[src/fbi_defs.vh]
`ifndef FBI_DEFS_VH
`define FBI_DEFS_VH
`define FBI_ADDR_W 23
`define FBI_DATA_W 16
`define FBI_BANK_HI 22
`define FBI_BANK_LO 20
`define FBI_PAGE_LO 3
`define FBI_CLK_MHZ 20
`define FBI_T_ADDR_NS 65
`define FBI_T_SEL_NS 65
`define FBI_T_PAGE_NS 25
`define FBI_T_SETUP_NS 50
`define FBI_T_WPULSE_NS 50
`define FBI_T_RESET_NS 500
`define FBI_T_RECOVER_NS 200
`define FBI_CYC(ns) (((ns) * `FBI_CLK_MHZ + 999) / 1000)
`define FBI_OP_READ 2'h0
`define FBI_OP_WRITE 2'h1
`define FBI_OP_RESET 2'h2
`define FBI_BANK_A 3'h0
`define FBI_BANK_B 3'h1
`define FBI_BANK_C 3'h2
`define FBI_BANK_D 3'h3
`define FBI_BANK_1A 3'h4
`define FBI_BANK_1B 3'h5
`define FBI_BANK_2A 3'h6
`define FBI_BANK_2B 3'h7
`endif

[src/fbi_page_reg.v]
`timescale 1ns/1ps
`default_nettype none
module fbi_page_reg (
    input wire clock_in,
    input wire reset_in,
    input wire write_in,
    input wire [2:0] word_in,
    input wire [15:0] data_in,
    input wire [2:0] read_word_in,
    output reg [15:0] data_out
);
    reg [15:0] words [0:7];
    integer i;
    always @(posedge clock_in or posedge reset_in) begin
        if (reset_in) begin
            for (i = 0; i < 8; i = i + 1) begin
                words[i] <= 16'h0000;
            end
            data_out <= 16'h0000;
        end else begin
            if (write_in) begin
                words[word_in] <= data_in;
            end
            data_out <= words[read_word_in];
        end
    end
endmodule // fbi_page_reg
`default_nettype wire

[src/fbi_host.v]
// Function
// Reads drive output gate and select low, write strobe held high.
// Dual-select part: lower select covers low half, upper select high half.
// Device starts in read-array state after power-up or hardware reset.
// Banks stay in read-array until a command write changes them.
// Upper address picks an 8-word page; low three bits pick the word.
// First page access waits full delay; in-page accesses wait short delay.
// After all selects go high, next access uses the full delay.
// Reads may target one bank while another bank programs or erases.
// Single-select bank decode: 000 A, 001-011 B, 100-110 C, 111 D.
// Dual-select decode: low 00-10 1A, 11 1B; high 00 2A, else 2B.
// Command writes drive strobe and one select low, output gate high.
// Two-cycle program mode programs a word in two writes.
// Erase covers one sector, several sectors or whole device.
// High voltage on boost pin gives two-cycle mode and unprotects sectors.
// Boost voltage only for accelerated programming; else pin driven high.
// Boost low keeps boot sectors protected; high follows stored state.
// Never assert a flash select with both RAM selects active.
// Identification reads return internal codes on sixteen lines, normal timing.
// All selects and reset high means standby, outputs floating.
// First read after standby waits full select-to-data delay.
// Deselecting during program or erase does not abort it.
// Reset low ends operations, floats outputs, ignores cycles.
// Ready/busy stays low until internal reset completes.
// Output gate high floats all outputs except ready/busy.
// Write captured by later falling and earlier rising strobe/select edge.
`timescale 1ns/1ps
`default_nettype none
`include "fbi_defs.vh"
module fbi_host (
    input wire clock_in,
    input wire reset_in,
    input wire req_valid_in,
    input wire [1:0] req_op_in,
    input wire [22:0] req_addr_in,
    input wire [15:0] req_data_in,
    input wire dual_select_in,
    input wire boost_fast_in,
    input wire boost_protect_in,
    output reg req_ready_out,
    output reg resp_valid_out,
    output reg [15:0] resp_data_out,
    output reg [2:0] resp_bank_out,
    output reg busy_seen_out,
    output reg [22:0] addr_out,
    output reg [15:0] data_out,
    output reg data_oe_out,
    input wire [15:0] data_in,
    output reg lower_half_select_n_out,
    output reg upper_half_select_n_out,
    output reg output_gate_n_out,
    output reg write_strobe_n_out,
    output reg hw_reset_n_out,
    output reg ram_select1_n_out,
    output reg ram_select2_out,
    output reg boost_high_out,
    output reg boost_fast_out,
    input wire ready_busy_n_in
);
    localparam integer FULL_N = `FBI_CYC(`FBI_T_ADDR_NS) > `FBI_CYC(`FBI_T_SEL_NS) ?
        `FBI_CYC(`FBI_T_ADDR_NS) : `FBI_CYC(`FBI_T_SEL_NS);
    localparam integer PAGE_N = `FBI_CYC(`FBI_T_PAGE_NS);
    localparam integer SETUP_N = `FBI_CYC(`FBI_T_SETUP_NS);
    localparam integer WPULSE_N = `FBI_CYC(`FBI_T_WPULSE_NS);
    localparam integer RESET_N = `FBI_CYC(`FBI_T_RESET_NS);
    localparam integer RECOVER_N = `FBI_CYC(`FBI_T_RECOVER_NS);
    localparam [7:0] CYC_FULL = FULL_N[7:0];
    localparam [7:0] CYC_PAGE = PAGE_N[7:0];
    localparam [7:0] CYC_SETUP = SETUP_N[7:0];
    localparam [7:0] CYC_WPULSE = WPULSE_N[7:0];
    localparam [7:0] CYC_RESET = RESET_N[7:0];
    localparam [7:0] CYC_RECOVER = RECOVER_N[7:0];
    localparam [2:0] ST_IDLE = 3'h0;
    localparam [2:0] ST_READ = 3'h1;
    localparam [2:0] ST_WSETUP = 3'h2;
    localparam [2:0] ST_WPULSE = 3'h3;
    localparam [2:0] ST_WHOLD = 3'h4;
    localparam [2:0] ST_RESET = 3'h5;
    localparam [2:0] ST_RECOVER = 3'h6;

    function [2:0] bank_of;
        input dual;
        input [22:0] a;
        begin
            if (!dual) begin
                case (a[22:20])
                    3'h0: bank_of = `FBI_BANK_A;
                    3'h1, 3'h2, 3'h3: bank_of = `FBI_BANK_B;
                    3'h7: bank_of = `FBI_BANK_D;
                    default: bank_of = `FBI_BANK_C;
                endcase
            end else if (!a[22]) begin
                bank_of = (a[21:20] == 2'h3) ? `FBI_BANK_1B : `FBI_BANK_1A;
            end else begin
                bank_of = (a[21:20] == 2'h0) ? `FBI_BANK_2A : `FBI_BANK_2B;
            end
        end
    endfunction

    reg [2:0] state;
    reg [7:0] count;
    reg page_valid;
    reg [19:0] page_tag;
    reg [2:0] rb_sync;
    reg rb_level;
    reg cache_write;
    wire [15:0] cache_data;
    wire page_hit = page_valid && (page_tag == req_addr_in[22:3]);

    fbi_page_reg page_mem (
        .clock_in(clock_in),
        .reset_in(reset_in),
        .write_in(cache_write),
        .word_in(addr_out[2:0]),
        .data_in(data_in),
        .read_word_in(req_addr_in[2:0]),
        .data_out(cache_data)
    );

    always @(posedge clock_in or posedge reset_in) begin
        if (reset_in) begin
            rb_sync <= 3'h7;
            rb_level <= 1'b1;
        end else begin
            rb_sync <= {rb_sync[1:0], ready_busy_n_in};
            if (rb_sync[2] == rb_sync[1]) begin
                rb_level <= rb_sync[2];
            end
        end
    end

    always @(posedge clock_in or posedge reset_in) begin
        if (reset_in) begin
            state <= ST_RESET;
            count <= 8'h00;
            page_valid <= 1'b0;
            page_tag <= 20'h00000;
            cache_write <= 1'b0;
            req_ready_out <= 1'b0;
            resp_valid_out <= 1'b0;
            resp_data_out <= 16'h0000;
            resp_bank_out <= 3'h0;
            busy_seen_out <= 1'b0;
            addr_out <= 23'h000000;
            data_out <= 16'h0000;
            data_oe_out <= 1'b0;
            lower_half_select_n_out <= 1'b1;
            upper_half_select_n_out <= 1'b1;
            output_gate_n_out <= 1'b1;
            write_strobe_n_out <= 1'b1;
            hw_reset_n_out <= 1'b0;
            ram_select1_n_out <= 1'b1;
            ram_select2_out <= 1'b0;
            boost_high_out <= 1'b1;
            boost_fast_out <= 1'b0;
        end else begin
            resp_valid_out <= 1'b0;
            cache_write <= 1'b0;
            busy_seen_out <= ~rb_level;
            ram_select1_n_out <= 1'b1;
            ram_select2_out <= 1'b0;
            boost_fast_out <= boost_fast_in;
            boost_high_out <= boost_fast_in | ~boost_protect_in;
            case (state)
                ST_IDLE: begin
                    if (req_valid_in && req_ready_out) begin
                        req_ready_out <= 1'b0;
                        addr_out <= req_addr_in;
                        resp_bank_out <= bank_of(dual_select_in, req_addr_in);
                        if (req_op_in == `FBI_OP_RESET) begin
                            hw_reset_n_out <= 1'b0;
                            lower_half_select_n_out <= 1'b1;
                            upper_half_select_n_out <= 1'b1;
                            output_gate_n_out <= 1'b1;
                            data_oe_out <= 1'b0;
                            page_valid <= 1'b0;
                            count <= 8'h00;
                            state <= ST_RESET;
                        end else if (req_op_in == `FBI_OP_WRITE) begin
                            page_valid <= 1'b0;
                            data_out <= req_data_in;
                            data_oe_out <= 1'b1;
                            output_gate_n_out <= 1'b1;
                            lower_half_select_n_out <= dual_select_in & req_addr_in[22];
                            upper_half_select_n_out <= ~(dual_select_in & req_addr_in[22]);
                            count <= 8'h00;
                            state <= ST_WSETUP;
                        end else begin
                            write_strobe_n_out <= 1'b1;
                            output_gate_n_out <= 1'b0;
                            data_oe_out <= 1'b0;
                            lower_half_select_n_out <= dual_select_in & req_addr_in[22];
                            upper_half_select_n_out <= ~(dual_select_in & req_addr_in[22]);
                            count <= page_hit ? CYC_PAGE : CYC_FULL;
                            page_tag <= req_addr_in[22:3];
                            state <= ST_READ;
                        end
                    end else begin
                        req_ready_out <= 1'b1;
                        if (!req_valid_in) begin
                            lower_half_select_n_out <= 1'b1;
                            upper_half_select_n_out <= 1'b1;
                            output_gate_n_out <= 1'b1;
                            page_valid <= 1'b0;
                        end
                    end
                end
                ST_READ: begin
                    if (count <= 8'h01) begin
                        resp_data_out <= data_in;
                        cache_write <= 1'b1;
                        resp_valid_out <= 1'b1;
                        page_valid <= 1'b1;
                        state <= ST_IDLE;
                    end else begin
                        count <= count - 8'h01;
                    end
                end
                ST_WSETUP: begin
                    if (count + 8'h01 >= CYC_SETUP) begin
                        write_strobe_n_out <= 1'b0;
                        count <= 8'h00;
                        state <= ST_WPULSE;
                    end else begin
                        count <= count + 8'h01;
                    end
                end
                ST_WPULSE: begin
                    if (count + 8'h01 >= CYC_WPULSE) begin
                        write_strobe_n_out <= 1'b1;
                        state <= ST_WHOLD;
                    end else begin
                        count <= count + 8'h01;
                    end
                end
                ST_WHOLD: begin
                    lower_half_select_n_out <= 1'b1;
                    upper_half_select_n_out <= 1'b1;
                    data_oe_out <= 1'b0;
                    resp_valid_out <= 1'b1;
                    state <= ST_IDLE;
                end
                ST_RESET: begin
                    hw_reset_n_out <= 1'b0;
                    if (count + 8'h01 >= CYC_RESET) begin
                        hw_reset_n_out <= 1'b1;
                        count <= 8'h00;
                        state <= ST_RECOVER;
                    end else begin
                        count <= count + 8'h01;
                    end
                end
                ST_RECOVER: begin
                    if (count + 8'h01 >= CYC_RECOVER && rb_level) begin
                        resp_valid_out <= 1'b1;
                        state <= ST_IDLE;
                    end else if (count + 8'h01 < CYC_RECOVER) begin
                        count <= count + 8'h01;
                    end
                end
                default: begin
                    state <= ST_IDLE;
                end
            endcase
        end
    end
endmodule // fbi_host
`default_nettype wire

[config.mk]
export PLATFORM = sky130hd
export DESIGN_NAME = fbi_host
export DESIGN_NICKNAME = d
export VERILOG_FILES = /design/src/fbi_page_reg.v /design/src/fbi_host.v
export VERILOG_INCLUDE_DIRS = /design/src /design/src/src
export SDC_FILE = /design/constraint.sdc
export NUM_CORES = 1
export LEC_CHECK = 0
export ABC_AREA = 0
export BUFFER_PORTS_ARGS = -buffer_cell sky130_fd_sc_hd__buf_4
export CORE_MARGIN = 2
export CORE_UTILIZATION = 50
export DETAILED_ROUTE_END_ITERATION = 10
export PLACE_DENSITY_LB_ADDON = 0.1
export SLEW_MARGIN = 20
export SYNTH_ARGS = -nofsm -noshare
export SYNTH_HDL_FRONTEND = slang
export SYNTH_HIERARCHICAL = 1
export SYNTH_SLANG_ARGS = --single-unit
[constraint.sdc]
create_clock -name clock_in -period 5.8 [get_ports clock_in]
set_input_delay 0.87 -clock clock_in [delete_from_list [all_inputs] [get_ports clock_in]]
set_output_delay 0.87 -clock clock_in [all_outputs]
set_load 0.01 [all_outputs]
==> impl_metrics.json, run 1 <==
{
  "cp-start-kind": "register",
  "cts_tree": "done",
  "worstSetupStartpoint": "count[0]",
  "cts_root_buf": "clkbuf_8",
  "setup_tns_ns": 0,
  "grt_overflow": 0,
  "synth.yosys.warnings": 6,
  "path_cells": "ha_1 > and3_1 > nand4_1 > o21ai_4 > nand4_1 > a22o_4 > o31ai_1 > o31ai_1",
  "yosys.area.top_type": "dfrtp_1",
  "p_leak_uw": 0.00297,
  "grt_pass1_wl_um": 19100,
  "post_drt_wl_per_cell_um": 15.6,
  "crit_path_max_incr_delay_ns": 0.55,
  "cts-htree-levels": 3,
  "ir_drop_v": 0.000283,
  "r2r-end": "count[5]",
  "antenna_left": 0,
  "synth_commonest_cells": "dfrtp_1 (94), nand2_1 (92), mux2_2 (52), nor2_1 (23), o21ai_0 (19)",
  "yosysSeqAreaShare_pct": 51.4,
  "viasPerCell": 5.31,
  "avgSynthCellArea_um2": 10.6,
  "synth_edf_count": 0,
  "r2r_slack_ns": 3.04,
  "rows": 37,
  "place_inst": 727,
  "io_buffers": 132,
  "finalCritPeriodShare_pct": 47.6,
  "synthArstFlopShare_pct": 100,
  "drt-total-wl_um": 11600,
  "vias": 3949,
  "grt_max_degree": 79,
  "critPathKind": "register to register",
  "die_w_um": 105,
  "worstSetupEndpoint": "count[5]",
  "min_period_ns": 2.76,
  "cap_viol_max_count": 0,
  "cts_hold_buf": 0,
  "drive_gt1_share_pct": 37.8,
  "synth_seq_cells": 105,
  "synth_area_leaders": "dfrtp_1 (46%), mux2_2 (11%), nand2_1 (6.7%), dfstp_2 (5.6%), xnor2_1 (2.9%)",
  "syn2layout_area_growth_pct": 23.8,
  "initial_utilization_pct": 50.7,
  "critPathArrivalTime_ns": 2.99,
  "crit_required_ns": 6.03,
  "relSlewSlack_pct": 46.1,
  "synth_cells": 484,
  "slowest_stage": "dfrtp_1",
  "worstSetupEndpointType": "register",
  "dr.pass1.iters": 4,
  "hp-class": "register to register",
  "die-area_mm2": 0.0111,
  "p_per_area_mw_per_mm2": 535,
  "antenna_cells": 0,
  "drtIter0Drc": 169,
  "max_freq_mhz": 362,
  "post-place-ws_ns": 2.87,
  "outcome": "complete, no violations",
  "rsz0062_at_grt": "no",
  "grt_pass1_vias": 3835,
  "finalNetCount": 673,
  "ctsResizeCount": 0,
  "dieHeight_um": 105,
  "reg2reg_from": "count[0]",
  "synth_ff_type": "dfrtp_1",
  "synthesis.nets": 554,
  "synth_area_mm2": 0.00514,
  "cts.sinks": 105,
  "hpwl_um": 8360,
  "total_power_uw": 3410,
  "clk_latency_ns": 0.36,
  "core_mm2": 0.0101,
  "worstRegToRegCells": 8,
  "synth.top_cell.area_share_pct": 45.8,
  "clkSlewWorstSetupHoldPaths_ns": 0.09,
  "synthDistinctLibCells": 67,
  "fin_cells": 744,
  "cts_buffer_depth": 2,
  "io_pins": 135,
  "drc": 0,
  "cts_setup_buffers": 0,
  "finalWorstSetupSlack_ns": 3.04,
  "crit_path_max_fanout": 16,
  "tightest_slew_ns": 0.807,
  "hold_viol_final": 0,
  "yosysMostFrequentCell": "dfrtp_1",
  "grt_antenna_before_repair": 0,
  "finClkSkew_ns": 0.0139,
  "slew_violations": 0,
  "grtUsageTotal_pct": 21.7,
  "setup_viol": 0,
  "place_congestion": 0.900,
  "numCtsBuffers": 9
}
metal layers:
metal | track usage, % | up-vias | share of wire [%]
li1 | - | 1916 | -
met1 | 27.3 | 1949 | 43
met2 | 37.2 | 78 | 52
met3 | 5.13 | 6 | 4.1
met4 | 6.57 | 0 | 0.67
met5 | 0 | - | 0
cell families (layout without fill, tap and decap cells):
family          count (synthesis)  count (layout)  share of synthesized area, %
mux                            52              52                          11.4
buf+inv                        43             167                          4.60
xor+xnor                       25              25                          4.26
compound gates                 76              76                          10.6
other cells                     2               2                         0.146
fa+ha+maj                       7               7                          1.65
flops                         105             105                          51.4
simple gates                  174             174                          15.9
cells in the final DEF, fill, tap and decap left out, types with 3 or more instances in the layout:
cell      instances
xnor2_1          17
nand2_1          92
clkbuf_8          9
o31ai_1           5
nand3_1           9
inv_1            14
a31oi_1           3
nor4_1            6
nor2_1           23
mux2_2           52
nor2b_1           4
and3_1            3
o21ai_1           3
a21oi_1          17
clkbuf_1          4
buf_4           135
dfstp_2          11
nor3_1           13
xor2_1            8
and2_1            3
dfrtp_1          94
o21ai_0          19
ha_1              6
nand4_1           6
sequential cells by signal (all words and copies together) (netlist names):
name,cells
addr_out,23
boost_fast_out,1
boost_high_out,1
busy_seen_out,1
count,8
data_oe_out,1
data_out,16
hw_reset_n_out,1
lower_half_select_n_out,1
output_gate_n_out,1
page_tag,20
page_valid,1
rb_level,1
rb_sync,3
req_ready_out,1
resp_bank_out,3
resp_data_out,16
resp_valid_out,1
state,3
upper_half_select_n_out,1
write_strobe_n_out,1
cell type report:
| class | instances | area, µm² |
|---|---|---|
| sequential | 105 | 2640 |
| tap | 136 | 170 |
| inverter | 15 | 58.8 |
| clock inverter | 3 | 43.8 |
| fill | 846 | 3770 |
| clock buffer | 13 | 139 |
| multi-input combinational | 336 | 2270 |
| timing repair buffer | 136 | 1040 |
critical path, delay by kind of cell, from the launching register on:
family	cells	cell delay (ns)
adder cells (fa/ha/maj)	1	0.42
AO/OA/AOI/OAI	4	1.05
AND/OR/NAND/NOR	3	0.61
flip-flops	1	0.55
how the worst min path moves through the flow:
stage,from,to,slack [ns],depth (start not counted)
4_1_cts,rb_sync[0],rb_sync[1],0.36,0
2_1_floorplan,rb_sync[0],rb_sync[1],0.35,0
5_1_grt,rb_sync[0],rb_sync[1],0.37,0
6_report,rb_sync[0],rb_sync[1],0.36,0
3_3_place_gp,rb_sync[0],rb_sync[1],0.35,0
3_5_place_dp,rb_sync[0],rb_sync[1],0.35,0
report_power, final:
part | switching (µW) | internal (µW) | leakage (µW)
Sequential | 266 | 1070 | 0.00127
Combinational | 817 | 812 | 0.00161
Clock | 240 | 202 | 0.0000920
stage by stage:
step,hold WS (ns),util [%],instance area (µm²)
2_1_floorplan,0.345,-,5140
4_1_cts,0.364,62.5,6330
3_5_place_dp,0.351,60.7,6150
3_3_place_gp,0.346,60.7,6150
6_report,0.361,62.8,6370
5_1_grt,0.372,62.8,6370
No activity file was read; power rests on OpenSTA's default activity.
==> run 2: changes to the inputs <==
Settings changed: ABC_AREA 0 to 1.
Clock period 5.8 ns to 2.8 ns, I/O delays scaled along.
==> impl_metrics.json, run 2 <==
{
  "grt_pass1_vias": 4383,
  "syn2layout_area_growth_pct": 25.8,
  "dr.pass1.iters": 4,
  "synth.top_cell.area_share_pct": 45.6,
  "synth_edf_count": 0,
  "cts_buffer_depth": 2,
  "cts_setup_buffers": 0,
  "relSlewSlack_pct": 56.7,
  "cts.sinks": 105,
  "synth_seq_cells": 105,
  "cts-htree-levels": 3,
  "finalNetCount": 825,
  "drive_gt1_share_pct": 28.1,
  "die-area_mm2": 0.0111,
  "synth_ff_type": "dfrtp_1",
  "clkSlewWorstSetupHoldPaths_ns": 0.10,
  "max_freq_mhz": 463,
  "ir_drop_v": 0.000492,
  "grt_max_degree": 35,
  "viasPerCell": 4.99,
  "finalCritPeriodShare_pct": 77.2,
  "slew_violations": 0,
  "rsz0062_at_grt": "no",
  "post_drt_wl_per_cell_um": 13.8,
  "synth.yosys.warnings": 6,
  "antenna_cells": 0,
  "grt_antenna_before_repair": 0,
  "cap_viol_max_count": 0,
  "synth_area_leaders": "dfrtp_1 (46%), nand2_1 (15%), dfstp_2 (5.6%), inv_1 (4.9%), o21ai_0 (3.9%)",
  "final_core_util_pct": 63.7,
  "post-place-ws_ns": 0.670,
  "grt_pass1_wl_um": 20500,
  "tightest_slew_ns": 0.648,
  "cp-start-kind": "register",
  "grtUsageTotal_pct": 23.0,
  "io_pins": 135,
  "total_power_uw": 6790,
  "finClkSkew_ns": 0.00978,
  "crit_required_ns": 3.07,
  "synth_area_mm2": 0.00516,
  "yosys.area.top_type": "dfrtp_1",
  "min_period_ns": 2.16,
  "drtIter0Drc": 260,
  "multiInputGateArea_mm2": 0.00214,
  "io_buffers": 132,
  "crit_path_max_fanout": 18,
  "setup_viol": 0,
  "synthDistinctLibCells": 41,
  "synth_cells": 619,
  "die_w_um": 106,
  "outcome": "complete, no violations",
  "fill_cells": 901,
  "cts_tree": "done",
  "cts_hold_buf": 0,
  "rows": 37,
  "hp-class": "primary input to asynchronous set/reset pin",
  "largest-register": "addr_out",
  "synth_commonest_cells": "nand2_1 (213), dfrtp_1 (94), inv_1 (68), o21ai_0 (40), nor2_1 (38)",
  "synthesis.nets": 689,
  "numCtsBuffers": 9,
  "core_mm2": 0.0102,
  "p_per_area_mw_per_mm2": 1050,
  "critPathArrivalTime_ns": 2.43,
  "grt_overflow": 0,
  "final_common_cell": "nand2_1",
  "critPathKind": "register to register",
  "vias": 4468,
  "cts_root_buf": "clkbuf_8",
  "layout_common_cells": "nand2_1 (213), buf_4 (142), dfrtp_1 (94)",
  "finalWorstSetupSlack_ns": 0.639,
  "largest_reg_flops": 23,
  "setup_tns_ns": 0,
  "hpwl_um": 9360,
  "drc": 0,
  "yosysSeqAreaShare_pct": 51.2,
  "hold_viol_final": 0,
  "reg.largest.list": "addr_out: 23 flops, page_tag: 20 flops",
  "p_leak_uw": 0.00346,
  "avgSynthCellArea_um2": 8.33,
  "synthArstFlopShare_pct": 100,
  "clk_latency_ns": 0.37,
  "antenna_left": 0,
  "dieHeight_um": 106,
  "initial_utilization_pct": 50.7,
  "ctsResizeCount": 0,
  "worstSetupEndpointType": "register",
  "seq_area_mm2": 0.00264,
  "drt-total-wl_um": 12400,
  "place_congestion": 0.920,
  "yosysMostFrequentCell": "nand2_1"
}
## run 2: final timing paths
kind,slack (ns),endpoint,from,depth (start not counted)
setup / recovery,0.64,count[1],count[0],11
hold / removal,0.13,boost_fast_out,reset_in,2
setup reg to reg,0.64,count[1],count[0],11
hold reg to reg,0.36,rb_sync[1],rb_sync[0],0
max in group asynchronous,1.81,page_tag[18],reset_in,3
min in group clock_in,0.15,rb_sync[0],ready_busy_n_in,1
## run 2: final cells by class
class / count / area share (%)
sequential: 105 / 40.7
multi-input combinational: 425 / 33.0
timing repair buffer: 142 / 16.4
inverter: 72 / 4.22
tap: 136 / 2.62
clock buffer: 11 / 2.18
clock inverter: 4 / 0.810
## run 2: stage by stage
| stage | cells | cell area, µm² | hold slack (ns) |
|---|---|---|---|
| after global routing | 895 | 6490 | 0.121 |
| after detailed placement | 880 | 6300 | 0.348 |
| after global placement | 880 | 6300 | 0.346 |
| after floorplan | 619 | 5160 | 0.345 |
| final | 895 | 6490 | 0.130 |
| after CTS | 895 | 6490 | 0.131 |
## run 2: logic make-up after synthesis
group                      Yosys count  synth area share, %
adders and majority gates            7                 1.65
DFF                                105                 51.2
and+or+nand+nor                    321                 27.2
other                                2                0.146
muxes                               16                 3.49
AOI/OAI and AO/OA                   72                 7.88
buffers and inverters               89                 7.23
xor gates and xnor gates             7                 1.19
## run 2: critical path, stage by stage, from the launching register on
cell and delay (ns):
dfrtp_1 0.44, inv_2 0.16, ha_1 0.23, o21ai_1 0.08, nor4_1 0.29, and2_1 0.19, buf_4 0.23, nor2_2 0.08
nand2_2 0.12, nor2_8 0.08, nor2_1 0.10, nor2_1 0.05
## run 2: routing by layer
metal | vias to the layer above | part of all wire, % | track usage, %
met5 | - | 0 | 0
met4 | 0 | 0.89 | 6.02
met3 | 13 | 5.3 | 6.00
met2 | 104 | 49 | 37.8
met1 | 2122 | 45 | 30.3
li1 | 2229 | - | -
## run 2: where the power goes
group          leakage (µW)  switching (µW)  internal, µW
sequential          0.00129             400          2210
combinational       0.00207            1850          1400
clock             0.0000998             504           437
total               0.00346            2750          4040
==> run 3: changes to the inputs <==
Settings changed: CORE_UTILIZATION 50 to 48.
Clock period 2.8 ns to 1.93 ns, I/O delays scaled along.
==> impl_metrics.json, run 3 (synthesis gave the netlist of run 2 again) <==
{
  "grtUsageTotal_pct": 23.2,
  "outcome": "finished, violations left",
  "drc": 0,
  "io_buffers": 132,
  "cts_tree": "done",
  "reg.largest.list": "addr_out: 23 flops, page_tag: 20 flops",
  "antenna_cells": 0,
  "hold_viol_final": 0,
  "ir_drop_v": 0.000763,
  "clk_latency_ns": 0.38,
  "p_per_area_mw_per_mm2": 1550,
  "finalCritPeriodShare_pct": 103,
  "drive_gt1_share_pct": 35.5,
  "grt_overflow": 0,
  "violations": "setup timing",
  "hpwl_um": 9640,
  "max_freq_mhz": 503,
  "layout_common_cells": "nand2_1 (206), buf_4 (176), dfrtp_1 (91)",
  "slew_violations": 0,
  "numCtsBuffers": 9,
  "cts_root_buf": "clkbuf_8",
  "grt_pass1_vias": 4533,
  "place_congestion": 0.882,
  "viasPerCell": 4.97,
  "crit_path_max_fanout": 7,
  "rows": 37,
  "drt-total-wl_um": 13400,
  "critPathArrivalTime_ns": 2.29,
  "grt_max_degree": 68,
  "syn2layout_area_growth_pct": 36.9,
  "min_period_ns": 1.99,
  "p_leak_uw": 0.00369,
  "dr.pass1.iters": 5,
  "cts.sinks": 105,
  "die_w_um": 108,
  "final_common_cell": "nand2_1",
  "final_area_mm2": 0.00706,
  "rsz0062_at_grt": "yes",
  "cts_hold_buf": 0,
  "setup_viol": 9,
  "largest_reg_flops": 23,
  "dieHeight_um": 108,
  "antenna_left": 0,
  "cts_buffer_depth": 2,
  "cap_viol_max_count": 0,
  "vias": 4663,
  "total_power_uw": 10900,
  "finClkSkew_ns": 0.0120,
  "io_pins": 135,
  "drtIter0Drc": 245,
  "cts-htree-levels": 3,
  "grt_pass1_wl_um": 21200,
  "clkSlewWorstSetupHoldPaths_ns": 0.10,
  "post-place-ws_ns": -0.181,
  "core_mm2": 0.0104,
  "crit_required_ns": 2.23,
  "cp-start-kind": "register",
  "worstSetupEndpointType": "register",
  "hp-class": "primary input to asynchronous set/reset pin",
  "grt_antenna_before_repair": 0,
  "post_drt_wl_per_cell_um": 14.3,
  "finalWorstSetupSlack_ns": -0.0580,
  "finalNetCount": 867,
  "largest-register": "addr_out",
  "fill_cells": 872,
  "initial_utilization_pct": 49.7,
  "critPathKind": "register to register",
  "die-area_mm2": 0.0116,
  "placed_area_mm2": 0.00650
}
-- run 3: what timing repair did --
item | in CTS | in global routing
setup endpoints to repair | 52 | 36
pin swaps | 14 | 24
resized for setup | 33 | 24
setup buffers | 11 | 8
cloned | 1 | 0
-- run 3: metal layers --
layer | part of all wire, % | GRT usage (%)
met1 | 43 | 30.4
met2 | 50 | 38.4
met3 | 4.4 | 4.12
met4 | 2.2 | 9.16
met5 | 0 | 0
-- run 3: worst max-delay path, stage by stage, from the launching register on --
cell and delay [ns]:
dfrtp_1 0.43, buf_6 0.15, buf_4 0.14, ha_4 0.16, o21ai_4 0.14, nor4_4 0.06, and2_4 0.18, nor2_4 0.18
nand2_8 0.09, nor2_4 0.25, nand2_2 0.08, o21ai_2 0.06
-- run 3: cell type report --
class	count	area, µm²	area share [%]
repair buffers	183	1430	20.2
clock buffers	11	131	1.86
clock inverters	5	63.8	0.903
multi-input cells	426	2330	33.1
inverters	72	292	4.13
well taps	136	170	2.41
flip-flops and latches	105	2650	37.4
-- run 3: worst paths after layout --
kind                            slack, ns                end     startpoint  cells after the start
worst max-delay path                -0.06           count[5]       count[0]                     11
worst min-delay path                 0.01       page_tag[10]       reset_in                      3
worst max register to register      -0.06           count[5]       count[0]                     11
worst min register to register       0.36         rb_sync[1]     rb_sync[0]                      0
max in group asynchronous            1.50  output_gate_n_out       reset_in                      3
min in group clock_in                0.03     boost_fast_out  boost_fast_in                      1
-- run 3: per-stage QoR --
stage                     cells  hold WS [ns]  setup TNS (ns)  util, %
after floorplan             619         0.294               0        -
after detailed placement    902         0.357           -3.21     62.7
final                       938        0.0140          -0.395     68.1
after global placement      902         0.358          -0.803     62.7
after global routing        938       0.00188           -1.65     68.1
after CTS                   930       0.00908         -0.0994     66.7
-- run 3: where the power goes --
group / total [µW] / internal [µW] / leakage, µW / switching (µW)
combinational: 5760 / 2670 / 0.00231 / 3100
clock: 1400 / 614 / 0.0000945 / 784
sequential: 3780 / 3210 / 0.00129 / 571
total: 10900 / 6490 / 0.00369 / 4450
